File: config.mk
export PLATFORM = sky130hd
export DESIGN_NAME = swp_supervisor
export DESIGN_NICKNAME = d
export VERILOG_FILES = /design/src/core/swp_pkg.sv /design/src/core/swp_supervisor.sv
export VERILOG_INCLUDE_DIRS = /design/src /design/src/core
export SDC_FILE = /design/constraint.sdc
export NUM_CORES = 1
export LEC_CHECK = 0
export ABC_AREA = 0
export BUFFER_PORTS_ARGS = -buffer_cell sky130_fd_sc_hd__buf_4
export CAP_MARGIN = 20
export CELL_PAD_IN_SITES_DETAIL_PLACEMENT = 1
export CELL_PAD_IN_SITES_GLOBAL_PLACEMENT = 2
export CORE_AREA = 2 2 119 110
export CTS_CLUSTER_DIAMETER = 60
export CTS_CLUSTER_SIZE = 20
export DETAILED_ROUTE_END_ITERATION = 10
export DIE_AREA = 0 0 121 112
export PLACE_DENSITY_LB_ADDON = 0.1
export SETUP_SLACK_MARGIN = 0.05
export SYNTH_ARGS = -nofsm -noshare
export SYNTH_HDL_FRONTEND = slang
export SYNTH_SLANG_ARGS = --single-unit
File: constraint.sdc
create_clock -name clock -period 3.28 [get_ports clock]
set_clock_uncertainty 0.15 [all_clocks]
set_input_delay 0.164 -clock clock [delete_from_list [all_inputs] [get_ports clock]]
set_output_delay 0.164 -clock clock [all_outputs]
set_load 0.02 [all_outputs]
File: src/core/swp_cfg.svh
// Constants for the supervisor port: address, bit positions, timing
`ifndef SWP_CFG_SVH
`define SWP_CFG_SVH
`define SWP_PORT_ADDR      10'h201
`define SWP_BIT_WD_EN      0
`define SWP_BIT_WD_REFRESH 1
`define SWP_BIT_PF_STATUS  3
`define SWP_BIT_PARTY      3
`define SWP_CLK_HZ         10000000
`define SWP_WD_TIMEOUT_MS  1600
`define SWP_WD_TIMEOUT_CYC ((`SWP_CLK_HZ / 1000) * `SWP_WD_TIMEOUT_MS)
`define SWP_RST_PULSE_CYC  16
`endif

File: src/core/swp_pkg.sv
// Types shared by the supervisor port logic
package swp_pkg;
  // Host I/O request as seen at the port decoder
  typedef struct packed {
    logic [9:0] addr;
    logic [7:0] wdata;
    logic       wr;
    logic       rd;
  } swp_io_req_t;
  // Watchdog states
  typedef enum logic [1:0] {
    SWP_WD_OFF,
    SWP_WD_RUN,
    SWP_WD_FIRE
  } swp_wd_state_t;
endpackage : swp_pkg

File: src/core/swp_supervisor.sv
// Supervisor port: watchdog, power-fail monitor and RS485 line mode
// How it works
// - Watchdog disabled after every system reset
// - First write of bit0 one enables watchdog
// - Missed refresh produces processor reset pulse
// - Permit strap required; otherwise watchdog stays off
// - Power failure drives channel check NMI
// - Power monitor strap open suppresses NMI
// - Port read returns power-fail status on D3
// - Status reads zero when input low
// - Reset selects full duplex RS485
// - Bit3 selects party line, direction follows RTS
// - Shared transceiver receives after reset
`timescale 1ns/10ps
`default_nettype none
`include "swp_cfg.svh"
module swp_supervisor
  import swp_pkg::*;
#(
  parameter int unsigned TIMEOUT_CYC = `SWP_WD_TIMEOUT_CYC,
  parameter int unsigned PULSE_CYC   = `SWP_RST_PULSE_CYC
)(
  // Clock and reset
  input  wire logic        clock,
  input  wire logic        rst,
  // Host I/O port
  input  wire swp_io_req_t io_req,
  output var  logic [7:0]  io_rdata_q,
  // Straps and detector (asynchronous pins)
  input  wire logic        watchdog_permit_strap,
  input  wire logic        power_monitor_strap,
  input  wire logic        power_fail_n,
  // System outputs
  output var  logic        wd_reset_q,
  output var  logic        chck_nmi_q,
  // RS485 on the secondary serial port
  input  wire logic        uart_rts,
  output var  logic        party_line_q,
  output var  logic        xcvr_drive_q
);

  // Pin synchronisers; every pin is asynchronous to the system clock
  logic [1:0]    permit_sync_q;    // Strap synchroniser
  logic [1:0]    pmon_sync_q;      // Strap synchroniser
  logic [1:0]    pf_sync_q;        // Detector synchroniser
  logic [1:0]    rts_sync_q;       // RTS synchroniser
  // Watchdog timing state
  swp_wd_state_t wd_state_q;       // Watchdog state
  logic          refresh_bit_q;    // Last written refresh value
  logic [31:0]   wd_count_q;       // Cycles since last refresh
  logic [31:0]   pulse_count_q;    // Reset pulse length counter
  // Port decode results
  logic          hit_wr;           // Write to the supervisor port
  logic          hit_rd;           // Read of the supervisor port
  logic          refresh;          // Refresh accepted this cycle

  // Address decode shared by read and write
  function automatic logic port_hit(input logic [9:0] a);
    port_hit = (a == `SWP_PORT_ADDR);
  endfunction : port_hit

  // Full ten-bit decode, so aliases of the port stay silent
  assign hit_wr  = io_req.wr & port_hit(io_req.addr);
  assign hit_rd  = io_req.rd & port_hit(io_req.addr);
  // A rewrite of the same value is no proof of life
  assign refresh = hit_wr &&
    (io_req.wdata[`SWP_BIT_WD_REFRESH] != refresh_bit_q);

  // Two-stage synchronisers; only the second stage is read
  // The detector stage resets to good so reset raises no NMI
  always_ff @(posedge clock)
  begin
    if (rst)
    begin
      permit_sync_q <= 2'h0;
      pmon_sync_q   <= 2'h0;
      pf_sync_q     <= 2'h3;
      rts_sync_q    <= 2'h0;
    end
    else
    begin
      // Shift the pins in; stage one feeds nothing but stage two
      permit_sync_q <= {permit_sync_q[0], watchdog_permit_strap};
      pmon_sync_q   <= {pmon_sync_q[0], power_monitor_strap};
      pf_sync_q     <= {pf_sync_q[0], power_fail_n};
      rts_sync_q    <= {rts_sync_q[0], uart_rts};
    end
  end

  // Refresh bit readback value
  // Every port write stores bit 1, changed or not; comparing a
  // write against this copy is what makes it a refresh
  always_ff @(posedge clock)
  begin
    if (rst)
      refresh_bit_q <= 1'b0;
    else if (hit_wr)
      refresh_bit_q <= io_req.wdata[`SWP_BIT_WD_REFRESH];
  end

  // Watchdog state machine
  always_ff @(posedge clock)
  begin
    if (rst)
      wd_state_q <= SWP_WD_OFF;
    else
    begin
      unique case (wd_state_q)
        SWP_WD_OFF:
        begin
          // Enable only with the permit strap fitted
          if (hit_wr && io_req.wdata[`SWP_BIT_WD_EN] &&
              permit_sync_q[1])
            wd_state_q <= SWP_WD_RUN;
        end
        SWP_WD_RUN:
        begin
          // Pulling the strap disarms a running watchdog too
          if (!permit_sync_q[1])
            wd_state_q <= SWP_WD_OFF;
          // A refresh in the very last counted cycle still saves it
          else if (!refresh && wd_count_q >= TIMEOUT_CYC - 1)
            wd_state_q <= SWP_WD_FIRE;
        end
        SWP_WD_FIRE:
        begin
          // Hold the firing state for the whole pulse
          if (pulse_count_q >= PULSE_CYC - 1)
            wd_state_q <= SWP_WD_OFF;
        end
        // Code 3 is never entered; fall back to the safe state
        default:
          wd_state_q <= SWP_WD_OFF;
      endcase
    end
  end

  // Timeout counter, cleared on each real refresh
  // 32 bits hold the full timeout at the system clock rate
  always_ff @(posedge clock)
  begin
    if (rst || wd_state_q != SWP_WD_RUN || refresh)
      wd_count_q <= 32'h0;
    else
      wd_count_q <= wd_count_q + 32'h1;
  end

  // Reset pulse counter and output
  // The output is registered, so it trails the state by one
  // cycle and stands one cycle less than the firing state
  always_ff @(posedge clock)
  begin
    if (rst)
    begin
      pulse_count_q <= 32'h0;
      wd_reset_q    <= 1'b0;
    end
    else
    begin
      wd_reset_q    <= (wd_state_q == SWP_WD_FIRE) &&
                       (pulse_count_q < PULSE_CYC - 1);
      if (wd_state_q == SWP_WD_FIRE)
        pulse_count_q <= pulse_count_q + 32'h1;
      else
        pulse_count_q <= 32'h0;
    end
  end

  // NMI from power failure, gated by the monitor strap
  // Level output: it follows the detector while the strap is
  // closed, so nothing here needs clearing by software
  always_ff @(posedge clock)
  begin
    if (rst)
      chck_nmi_q <= 1'b0;
    else
      chck_nmi_q <= pmon_sync_q[1] & ~pf_sync_q[1];
  end

  // Party line select and transceiver direction
  // Every port write carries the mode bit, so software must keep
  // bit 3 set in its refresh writes to stay on the party line
  always_ff @(posedge clock)
  begin
    if (rst)
    begin
      party_line_q <= 1'b0;
      xcvr_drive_q <= 1'b0;
    end
    else
    begin
      if (hit_wr)
        party_line_q <= io_req.wdata[`SWP_BIT_PARTY];
      // Direction uses the new mode so the line follows at once
      xcvr_drive_q <= (hit_wr ? io_req.wdata[`SWP_BIT_PARTY]
                              : party_line_q) & rts_sync_q[1];
    end
  end

  // Registered read data; one cycle after the read strobe
  // Bit 3 shows the detector, not the line mode, so the mode
  // written there cannot be read back
  always_ff @(posedge clock)
  begin
    if (rst)
      io_rdata_q <= 8'h00;
    else if (hit_rd)
    begin
      io_rdata_q <= 8'h00;
      io_rdata_q[`SWP_BIT_WD_EN]      <= (wd_state_q != SWP_WD_OFF);
      io_rdata_q[`SWP_BIT_WD_REFRESH] <= refresh_bit_q;
      io_rdata_q[`SWP_BIT_PF_STATUS]  <= pf_sync_q[1];
    end
    // Outside a read the data lines rest at zero
    else
      io_rdata_q <= 8'h00;
  end

endmodule : swp_supervisor
`default_nettype wire

### Word level (Yosys, flattened, before mapping)

Index checks and enable logic that the tools add are counted.
W data, S select, Z words.

* register bits after elaboration: 87
* latch bits: 0
* RAM bits: 0
* bits in read-only memories: 0
* bits of input ports: 26
* word-level logic and storage cells: 53
* memories kept: 0

* $add $sub $neg: 2
* multipliers: 0
* divide/modulo/power cells: 0
* magnitude comparators: 3
* equality and inequality tests: 8
* shift-type cells: 0
* multiplexer cells: 6
* bitwise gates (word level): 7
* reduce and logical (&&, ||, !) cells: 13

Operator list (count)
* $add A32 B1 Y32 const B: 2
* $ge A32 B24 Y1 const B: 1
* $ge A32 B4 Y1 const B: 1
* $lt A32 B4 Y1 const B: 1
* $eq A10 B10 Y1 const B: 1
* $mux W2: 4
* $pmux W2 S3: 1
* $logic_and A1 B1 Y1: 5
* $and A1 B1 Y1: 4
* $ne A2 B2 Y1 const B: 2
* $reduce_or A2 Y1: 2
* $ne A3 B3 Y1 const B: 1
* $not A1 Y1: 3
* $reduce_and A3 Y1: 1
* $eq A2 B1 Y1 const B: 1
* $eq A2 B2 Y1 const B: 1
* $logic_not A2 Y1: 1
* $logic_or A1 B1 Y1: 2
* $ne A2 B1 Y1 const B: 1
* $reduce_bool A2 Y1: 1
* $logic_not A1 Y1: 1
* $mux W1: 1
* $ne A1 B1 Y1: 1

### Longest topological paths before layout

Gate-level depths: netlist of run 1.

* depth after elaboration: 8
* depth in mapped cells: 7
* mapped depth without buffers: 6

### Worst setup path after synthesis of run 1

OpenSTA, ideal clock, no wires.

* path type: register to register
* start point: register wd_count_q[10]
* end point: register wd_count_q[31]
* arrival: 1585 ps
* setup slack: 1475 ps
* stages on the path, launching flop included: 8
* path buffers: 2
* clock period less this slack: 1805 ps
* cells stage by stage: dfxtp_1 > buf_6 > nand4_2 > nor4_4 > buf_6 > nand4b_4 > or3_1 > a21oi_1

* cells in the longest elaborated chain, start to end: 1

RTL lines
* from (decl): line swp_supervisor.sv:50 `logic [31:0] wd_count_q;`
* from (signal assigned): line swp_supervisor.sv:145 `wd_count_q <= wd_count_q + 32'h1;`
* $add A32 B1 Y32: line swp_supervisor.sv:145

Every way passes these cells.
A chain may end at the register's enable or synchronous reset.

### Worst setup path after layout of run 1

* start point: register wd_count_q[0]
* end point: register wd_count_q[28]

Same word-level chain as after synthesis.

==> impl_results.md, run 1 <==
- DRT Pass-1 Iters: 4
- Post-synth cell types: 42
- Synth Flop Type: dfxtp_1
- Top cells by area, synth: dfxtp_1, xor2_1, nor2_1
- Die height: 112 um
- Syn Inst Count: 397
- Nets: 467
- Status: finished clean
- Number of synthesized flops with an enable pin: 0
- Routed Antenna Nets: 0
- Die width: 121 um
- Sequential-to-total area share from yosys stat: 0.454
- Sequential share of power: 0.449
- Switching Share: 0.195
- # DRC: 0
- Leak: 1.56 nW
- Hold Fails Final Rpt: 0
- Clock net sink count: 82
- CP Capture Type: register
- Antenna cell count: 0
- DP HPWL: 5540 um
- Vias in the first global route: 2936
- Drt wl/cell: 13.8 um
- First-pass GRT wire length: 14200 um
- TritonCTS clock tree: yes
- Synth top area share: 0.454
- Final period util: 0.660
- PwrDens: 501 nW/um^2
- GP Congestion: 0.672
- CTS clk-pin slew, worst paths: 0.06 ns
- Gr ovfl total: 0
- Worst vdd ir: 0.302 mV
- RSZ-0062 raised after global routing: no
- Syn Area/Cell: 9.11 sq um
- Fmax: 0.462 GHz
- Min-Delay Endpoint: io_rdata_q[0]$_SDFF_PP0_
- CP max FO: 7
- Max-slew violations: 0
- Min-delay worst type: input pin to register
- Worst Max-Slew Pin Slew: 0.550 ns
- Arrival time worst endpoint: 2.29 ns
- Net Switching: 434 uW
- Worst hold start: io_req[0]
- Via Count: 2867
- Flop2flop setup slack: 1.12 ns
- Hold path depth: 3
- Initial antenna violation count: 0
- CTS buffer count: 9
- Comb power frac: 0.020
- Area Growth Syn to Fin: 23.0%
- Starting Density: 0.293
- Crit Path Class: register to register
- Worst setup SP type: register
- Final period demand of the worst path: 2.16 ns
- CP required: 3.41 ns
- Share of flip-flops with an asynchronous set or reset after synthesis: 0
- Share of cells above drive strength 1: 0.149
- Clk buf depth: 2
- Syn. warnings: 0
- Post-Route WL: 8370 um
- R2R cell count: 6
- GR Util All Layers: 0.133
- Die area: 13600 sq um
- IO Pins: 38
- Worst reg2reg startpoint: wd_count_q[0]$_SDFF_PP0_
- Post-synth top area cell: dfxtp_1
- Endpoints failing setup: 0
- TNS Setup: 0 ns
- Via-to-Cell Ratio: 4.72
- H-tree lvl count: 3
- MaxCap Viol Count: 0
- Largest net degree at the start of global routing: 33
- Slew HR: 0.630
- Post-Syn Area: 3620 sq um
- Yosys reg bits: 82
- Internal Power: 1.79 mW
- I/O Buffers: 27
- Core Box Area: 12300 sq um
- Row count: 39
- DR iter-0 viols: 134
- Clock latency on the worst-skew pair: 0.35 ns
- RR Endpoint: wd_count_q[28]$_SDFF_PP0_
- CTS root buffer: clkbuf_16
- Clock network fraction of total power: 0.530
- Total power draw: 2.23 mW
[sequential cells by signal (all words and copies together), names as in the netlist]
register,flops
permit_sync_q,2
pf_sync_q,2
wd_reset_q,1
pulse_count_q,32
chck_nmi_q,1
rts_sync_q,2
xcvr_drive_q,1
wd_count_q,32
pmon_sync_q,2
io_rdata_q,3
wd_state_q,2
party_line_q,1
refresh_bit_q,1
[cell families after synthesis]
family	count (synthesis)	synth area share
AND/OR/NAND/NOR	213	0.333
flip-flops	82	0.454
XOR/XNOR	56	0.136
buffers and inverters	23	0.0349
AO/OA/AOI/OAI	19	0.0322
adder cells (fa/ha/maj)	2	0.00691
other	1	0.00104
multiplexers	1	0.00277
[worst max-delay path, stage by stage (launching register included)]
cell and delay, ns:
dfxtp_1 0.44, ha_1 0.31, nand2_1 0.12, nor2_2 0.30, nand3_1 0.21, or4_1 0.43
a21oi_1 0.14
[cell usage after synthesis (5+ instances only)]
| library cell | count |
|---|---|
| dfxtp_1 | 82 |
| buf_2 | 5 |
| nand2_1 | 26 |
| and3_1 | 9 |
| and4_1 | 8 |
| buf_4 | 5 |
| nor3_1 | 8 |
| and2_1 | 5 |
| nor2b_1 | 8 |
| nor4_1 | 17 |
| xor2_1 | 30 |
| nand3_1 | 24 |
| inv_1 | 6 |
| a21oi_1 | 8 |
| nand4_1 | 14 |
| xnor2_1 | 26 |
| nor2_1 | 64 |
| clkbuf_1 | 5 |
[cell usage in the layout (no fill, tap or decap), drive strengths merged, types with 5 or more instances in the layout]
master	netlist	final
nor3	8	8
nand2	26	26
conb	1	5
and4	9	9
nor2	67	67
nor2b	8	8
inv	6	6
and3	9	9
dlygate4sd3	0	13
nand3	24	24
clkbuf	5	10
buf	12	31
xor2	30	30
xnor2	26	26
and2	5	5
a21oi	8	8
dfxtp	82	82
nand4	18	18
nor4	22	22
[layer usage]
metal / vias to the layer above / track usage / part of all wire
met2: 23 / 0.216 / 0.48
met5: - / 0 / 0
met4: 0 / 0.0403 / 0.014
li1: 1447 / - / -
met3: 7 / 0.0538 / 0.032
met1: 1390 / 0.162 / 0.48
[per-stage QoR]
stage	setup slack (ns)	area, sq um	std cells	hold slack, ns	util
final	1.12	4450	608	0.0664	0.360
after global routing	0.948	4450	608	0.0741	0.360
after CTS	1.12	4450	608	0.0601	0.360
after detailed placement	1.13	3970	579	0.202	0.321
after global placement	1.14	3970	579	0.198	0.321
after floorplan	1.48	3630	401	0.0939	-
[worst max-delay path by stage]
stage / from / endpoint / cells past startpoint
global route: pulse_count_q[2]$_SDFF_PP0_ / pulse_count_q[21]$_SDFF_PP0_ / 5
detailed placement: pulse_count_q[2]$_SDFF_PP0_ / pulse_count_q[23]$_SDFF_PP0_ / 5
finish: wd_count_q[0]$_SDFF_PP0_ / wd_count_q[28]$_SDFF_PP0_ / 6
CTS: pulse_count_q[2]$_SDFF_PP0_ / pulse_count_q[21]$_SDFF_PP0_ / 5
floorplan: wd_count_q[10]$_SDFF_PP0_ / wd_count_q[31]$_SDFF_PP0_ / 7
global placement: pulse_count_q[2]$_SDFF_PP0_ / pulse_count_q[21]$_SDFF_PP0_ / 5
[repair_timing]
action                                 CTS  global route
hold buffers                            13             0
endpoints found under the hold margin   12             0
buffers inserted                         0             0
gates resized for setup                  0             0
[layout make-up]
cell class                 instances  area (sq um)
fill                            1404          7900
tap                              164           205
sequential                        82          1640
inverter                           6          22.5
multi-input combinational        296          1870
clock inverter                     6           114
clock buffer                      10           239
timing repair buffer              44           363
[power groups by stage]
stage | combinational (mW) | sequential, mW | clock [mW]
final | 0.0452 | 1.00 | 1.18
after global routing | 0.0495 | 1.00 | 1.27
after CTS | 0.0452 | 1.00 | 1.23
after detailed placement | 0.0340 | 1.02 | 0
after global placement | 0.0334 | 1.02 | 0
after floorplan | 0.0178 | 1.02 | 0
Power figures use the tool's default switching activity.
==> run 2, diff against run 1 <==
Clock period 3.28 ns to 2 ns, I/O delays scaled along.
==> run 2 against run 1 <==
Global-route usage up 0.90 points. Clock power increased by 31%. Critical path depth is 2 lower. Maximum frequency increased by 15%. Setup slack worse by 1.0 ns. Cell area up 5.9%. Combinational power is 76% higher. Critical endpoint is now wd_state_q[1]$_SDFFE_PP0P_.
==> impl_results.md, run 2 (synthesis gave the netlist of run 1 again) <==
- Post-Route WL: 8710 um (+4.1%)
- First-pass GRT wire length: 15300 um (+7.7%)
- Crit path to: wd_state_q[1]$_SDFFE_PP0P_
- CP max-delay cell: or4_4
- IO Pins: 38 (unchanged)
- Share of cells above drive strength 1: 0.227 (+0.0782)
- Status: finished clean
- Final period demand of the worst path: 1.89 ns (-0.278 ns)
- Clock latency on the worst-skew pair: 0.34 ns (about the same)
- # DRC: 0 (unchanged)
- Via Count: 3017 (+5.2%)
- CTS root buffer: clkbuf_16
- Row count: 39 (unchanged)
- Antenna cell count: 0 (unchanged)
- Die height: 112 um (unchanged)
- Endpoints failing setup: 0 (unchanged)
- TritonCTS clock tree: yes
- Most frequent cells in the layout: dfxtp_1, nor2_1, buf_4
- Register area: 1650 sq um (+0.53%)
- Worst reg2reg startpoint: wd_count_q[15]$_SDFF_PP0_
- DP HPWL: 5920 um (+6.8%)
- Area Growth Syn to Fin: 30.3%
- Multi-input gate area: 1930 sq um (+3.5%)
- RR Endpoint: wd_state_q[1]$_SDFFE_PP0P_
- Worst setup SP type: register
- Vias in the first global route: 3207 (+9.2%)
- Most common cell after layout, fill and taps aside: dfxtp_1
- Top Registers: pulse_count_q (32), wd_count_q (32), io_rdata_q (3)
- R2R cell count: 4 (-2)
- Routed Antenna Nets: 0 (unchanged)
- Flop2flop setup slack: 0.11 ns (-1.00 ns)
- Core Box Area: 12300 sq um (unchanged)
- CTS clk-pin slew, worst paths: 0.06 ns (about the same)
- Layout filler cell count: 1433 (+2.1%)
- GR Util All Layers: 0.142 (+0.00904)
- Largest net degree at the start of global routing: 32 (-3.0%)
- Nets: 499 (+6.9%)
- Max-slew violations: 0 (unchanged)
- Routed length on met2: 4280 um (+7.5%)
- Drt wl/cell: 13.6 um (-1.1%)
- CP max FO: 4 (-3)
- Hold slack: 0.0136 ns (-0.0528 ns)
- Final period util: 0.943 (+0.283)
- Fmax: 0.530 GHz (+15%)
- Routed wl met3: 274 um (+3.0%)
- Leak: 1.71 nW (+10%)
- Min-delay worst type: input pin to register
- MaxCap Viol Count: 0 (unchanged)
- CP startpoint: wd_count_q[15]$_SDFF_PP0_
- Gr ovfl total: 0 (unchanged)
- CTS buffer count: 9 (unchanged)
- DRT Pass-1 Iters: 4 (unchanged)
- I/O Buffers: 27 (unchanged)
- Die area: 13600 sq um (unchanged)
- DR iter-0 viols: 104 (-22%)
- Arrival time worst endpoint: 1.97 ns (-0.32 ns)
- H-tree lvl count: 3 (unchanged)
- Metal-1 WL: 4050 um (+1.2%)
- Worst vdd ir: 0.514 mV (+70%)
- PwrDens: 695 nW/um^2 (+39%)
- Starting Density: 0.293 (unchanged)
- GP Congestion: 0.704 (+4.9%)
- CP required: 2.09 ns (-1.32 ns)
- Die width: 121 um (unchanged)
- Clk buf depth: 2 (unchanged)
- CP Capture Type: register
- Via-to-Cell Ratio: 4.71 (about the same)
- TNS Setup: 0 ns (unchanged)
- RSZ-0062 raised after global routing: yes
- Top Metal Used: met4
- Hold Fails Final Rpt: 0 (unchanged)
- Crit Path Class: register to register
- Critical Path, Cell by Cell: or4_4, o31ai_2, o2111ai_2, a41o_1
- Max stage delay on crit path: 0.54 ns (+0.10 ns)
- Clock net sink count: 82 (unchanged)
- Initial antenna violation count: 0 (unchanged)
-- run 2: cell count changes in the layout (fill, tap and decap cells not counted), moves of 2 or more --
| cell | change |
|---|---|
| bufinv_16 | -3 |
| dfxtp_1 | -5 |
| inv_6 | +2 |
| dlygate4sd3_1 | +4 |
| buf_4 | +27 |
| dfxtp_2 | +4 |
| nor4_1 | -2 |
-- run 2: worst min-delay path by stage --
stage                            start                        to  slack [ns]  cells after the start
after CTS                   io_req[17]  io_rdata_q[0]$_SDFF_PP0_      0.0004                      5
after global routing        io_req[17]  io_rdata_q[0]$_SDFF_PP0_        0.03                      5
after floorplan                    rst   party_line_q$_SDFF_PP0_        0.03                      1
after global placement    power_fail_n   pf_sync_q[0]$_SDFF_PP1_        0.13                      2
final                       io_req[14]  io_rdata_q[0]$_SDFF_PP0_        0.01                      5
after detailed placement  power_fail_n   pf_sync_q[0]$_SDFF_PP1_        0.14                      2
-- run 2: worst max-delay path: cells and delay by family (launching register included) --
| family | cells | cell delay, ns |
|---|---|---|
| flops | 1 | 0.34 |
| compound gates | 3 | 0.75 |
| simple gates | 1 | 0.54 |
-- run 2: routing by layer --
layer  vias to the layer above  track usage
li1                       1512            -
met1                      1473        0.172
met2                        24        0.237
met3                         8       0.0497
met4                         0       0.0442
met5                         -            0
-- run 2: per-stage QoR --
stage / setup WS, ns / cells / instance area, sq um / power [mW] / utilization
floorplan: 0.195 / 401 / 3630 / 1.71 / -
global placement: 0.0589 / 604 / 4170 / 1.73 / 0.338
detailed placement: 0.0619 / 604 / 4170 / 1.73 / 0.338
CTS: 0.0535 / 637 / 4630 / 3.35 / 0.375
global route: 0.0240 / 640 / 4710 / 3.42 / 0.382
finish: 0.114 / 640 / 4710 / 3.27 / 0.382
-- run 2: report_power, final --
group          switching, mW  internal (mW)  leakage, nW  total, mW
Combinational         0.0285         0.0511        0.922     0.0796
Clock                  0.705          0.849        0.128       1.55
Sequential           0.00181           1.64        0.665       1.64
Total                  0.736           2.54         1.71       3.27
-- run 2: timing repair --
| action | 4_1_cts | 5_1_grt |
|---|---|---|
| hold buffers | 17 | 0 |
| pin swaps | 0 | 6 |
| buffers inserted | 0 | 3 |
| endpoints found under the setup margin | 1 | 12 |
| gates resized for setup | 2 | 16 |
| endpoints found under the hold margin | 14 | 0 |
-- run 2: cell type report --
class                   instances  area share
clock buffers                   9      0.0478
clock inverters                 7      0.0114
inverters                       6     0.00478
multi-input cells             296       0.410
flip-flops and latches         82       0.350
well taps                     164      0.0435
repair buffers                 76       0.133
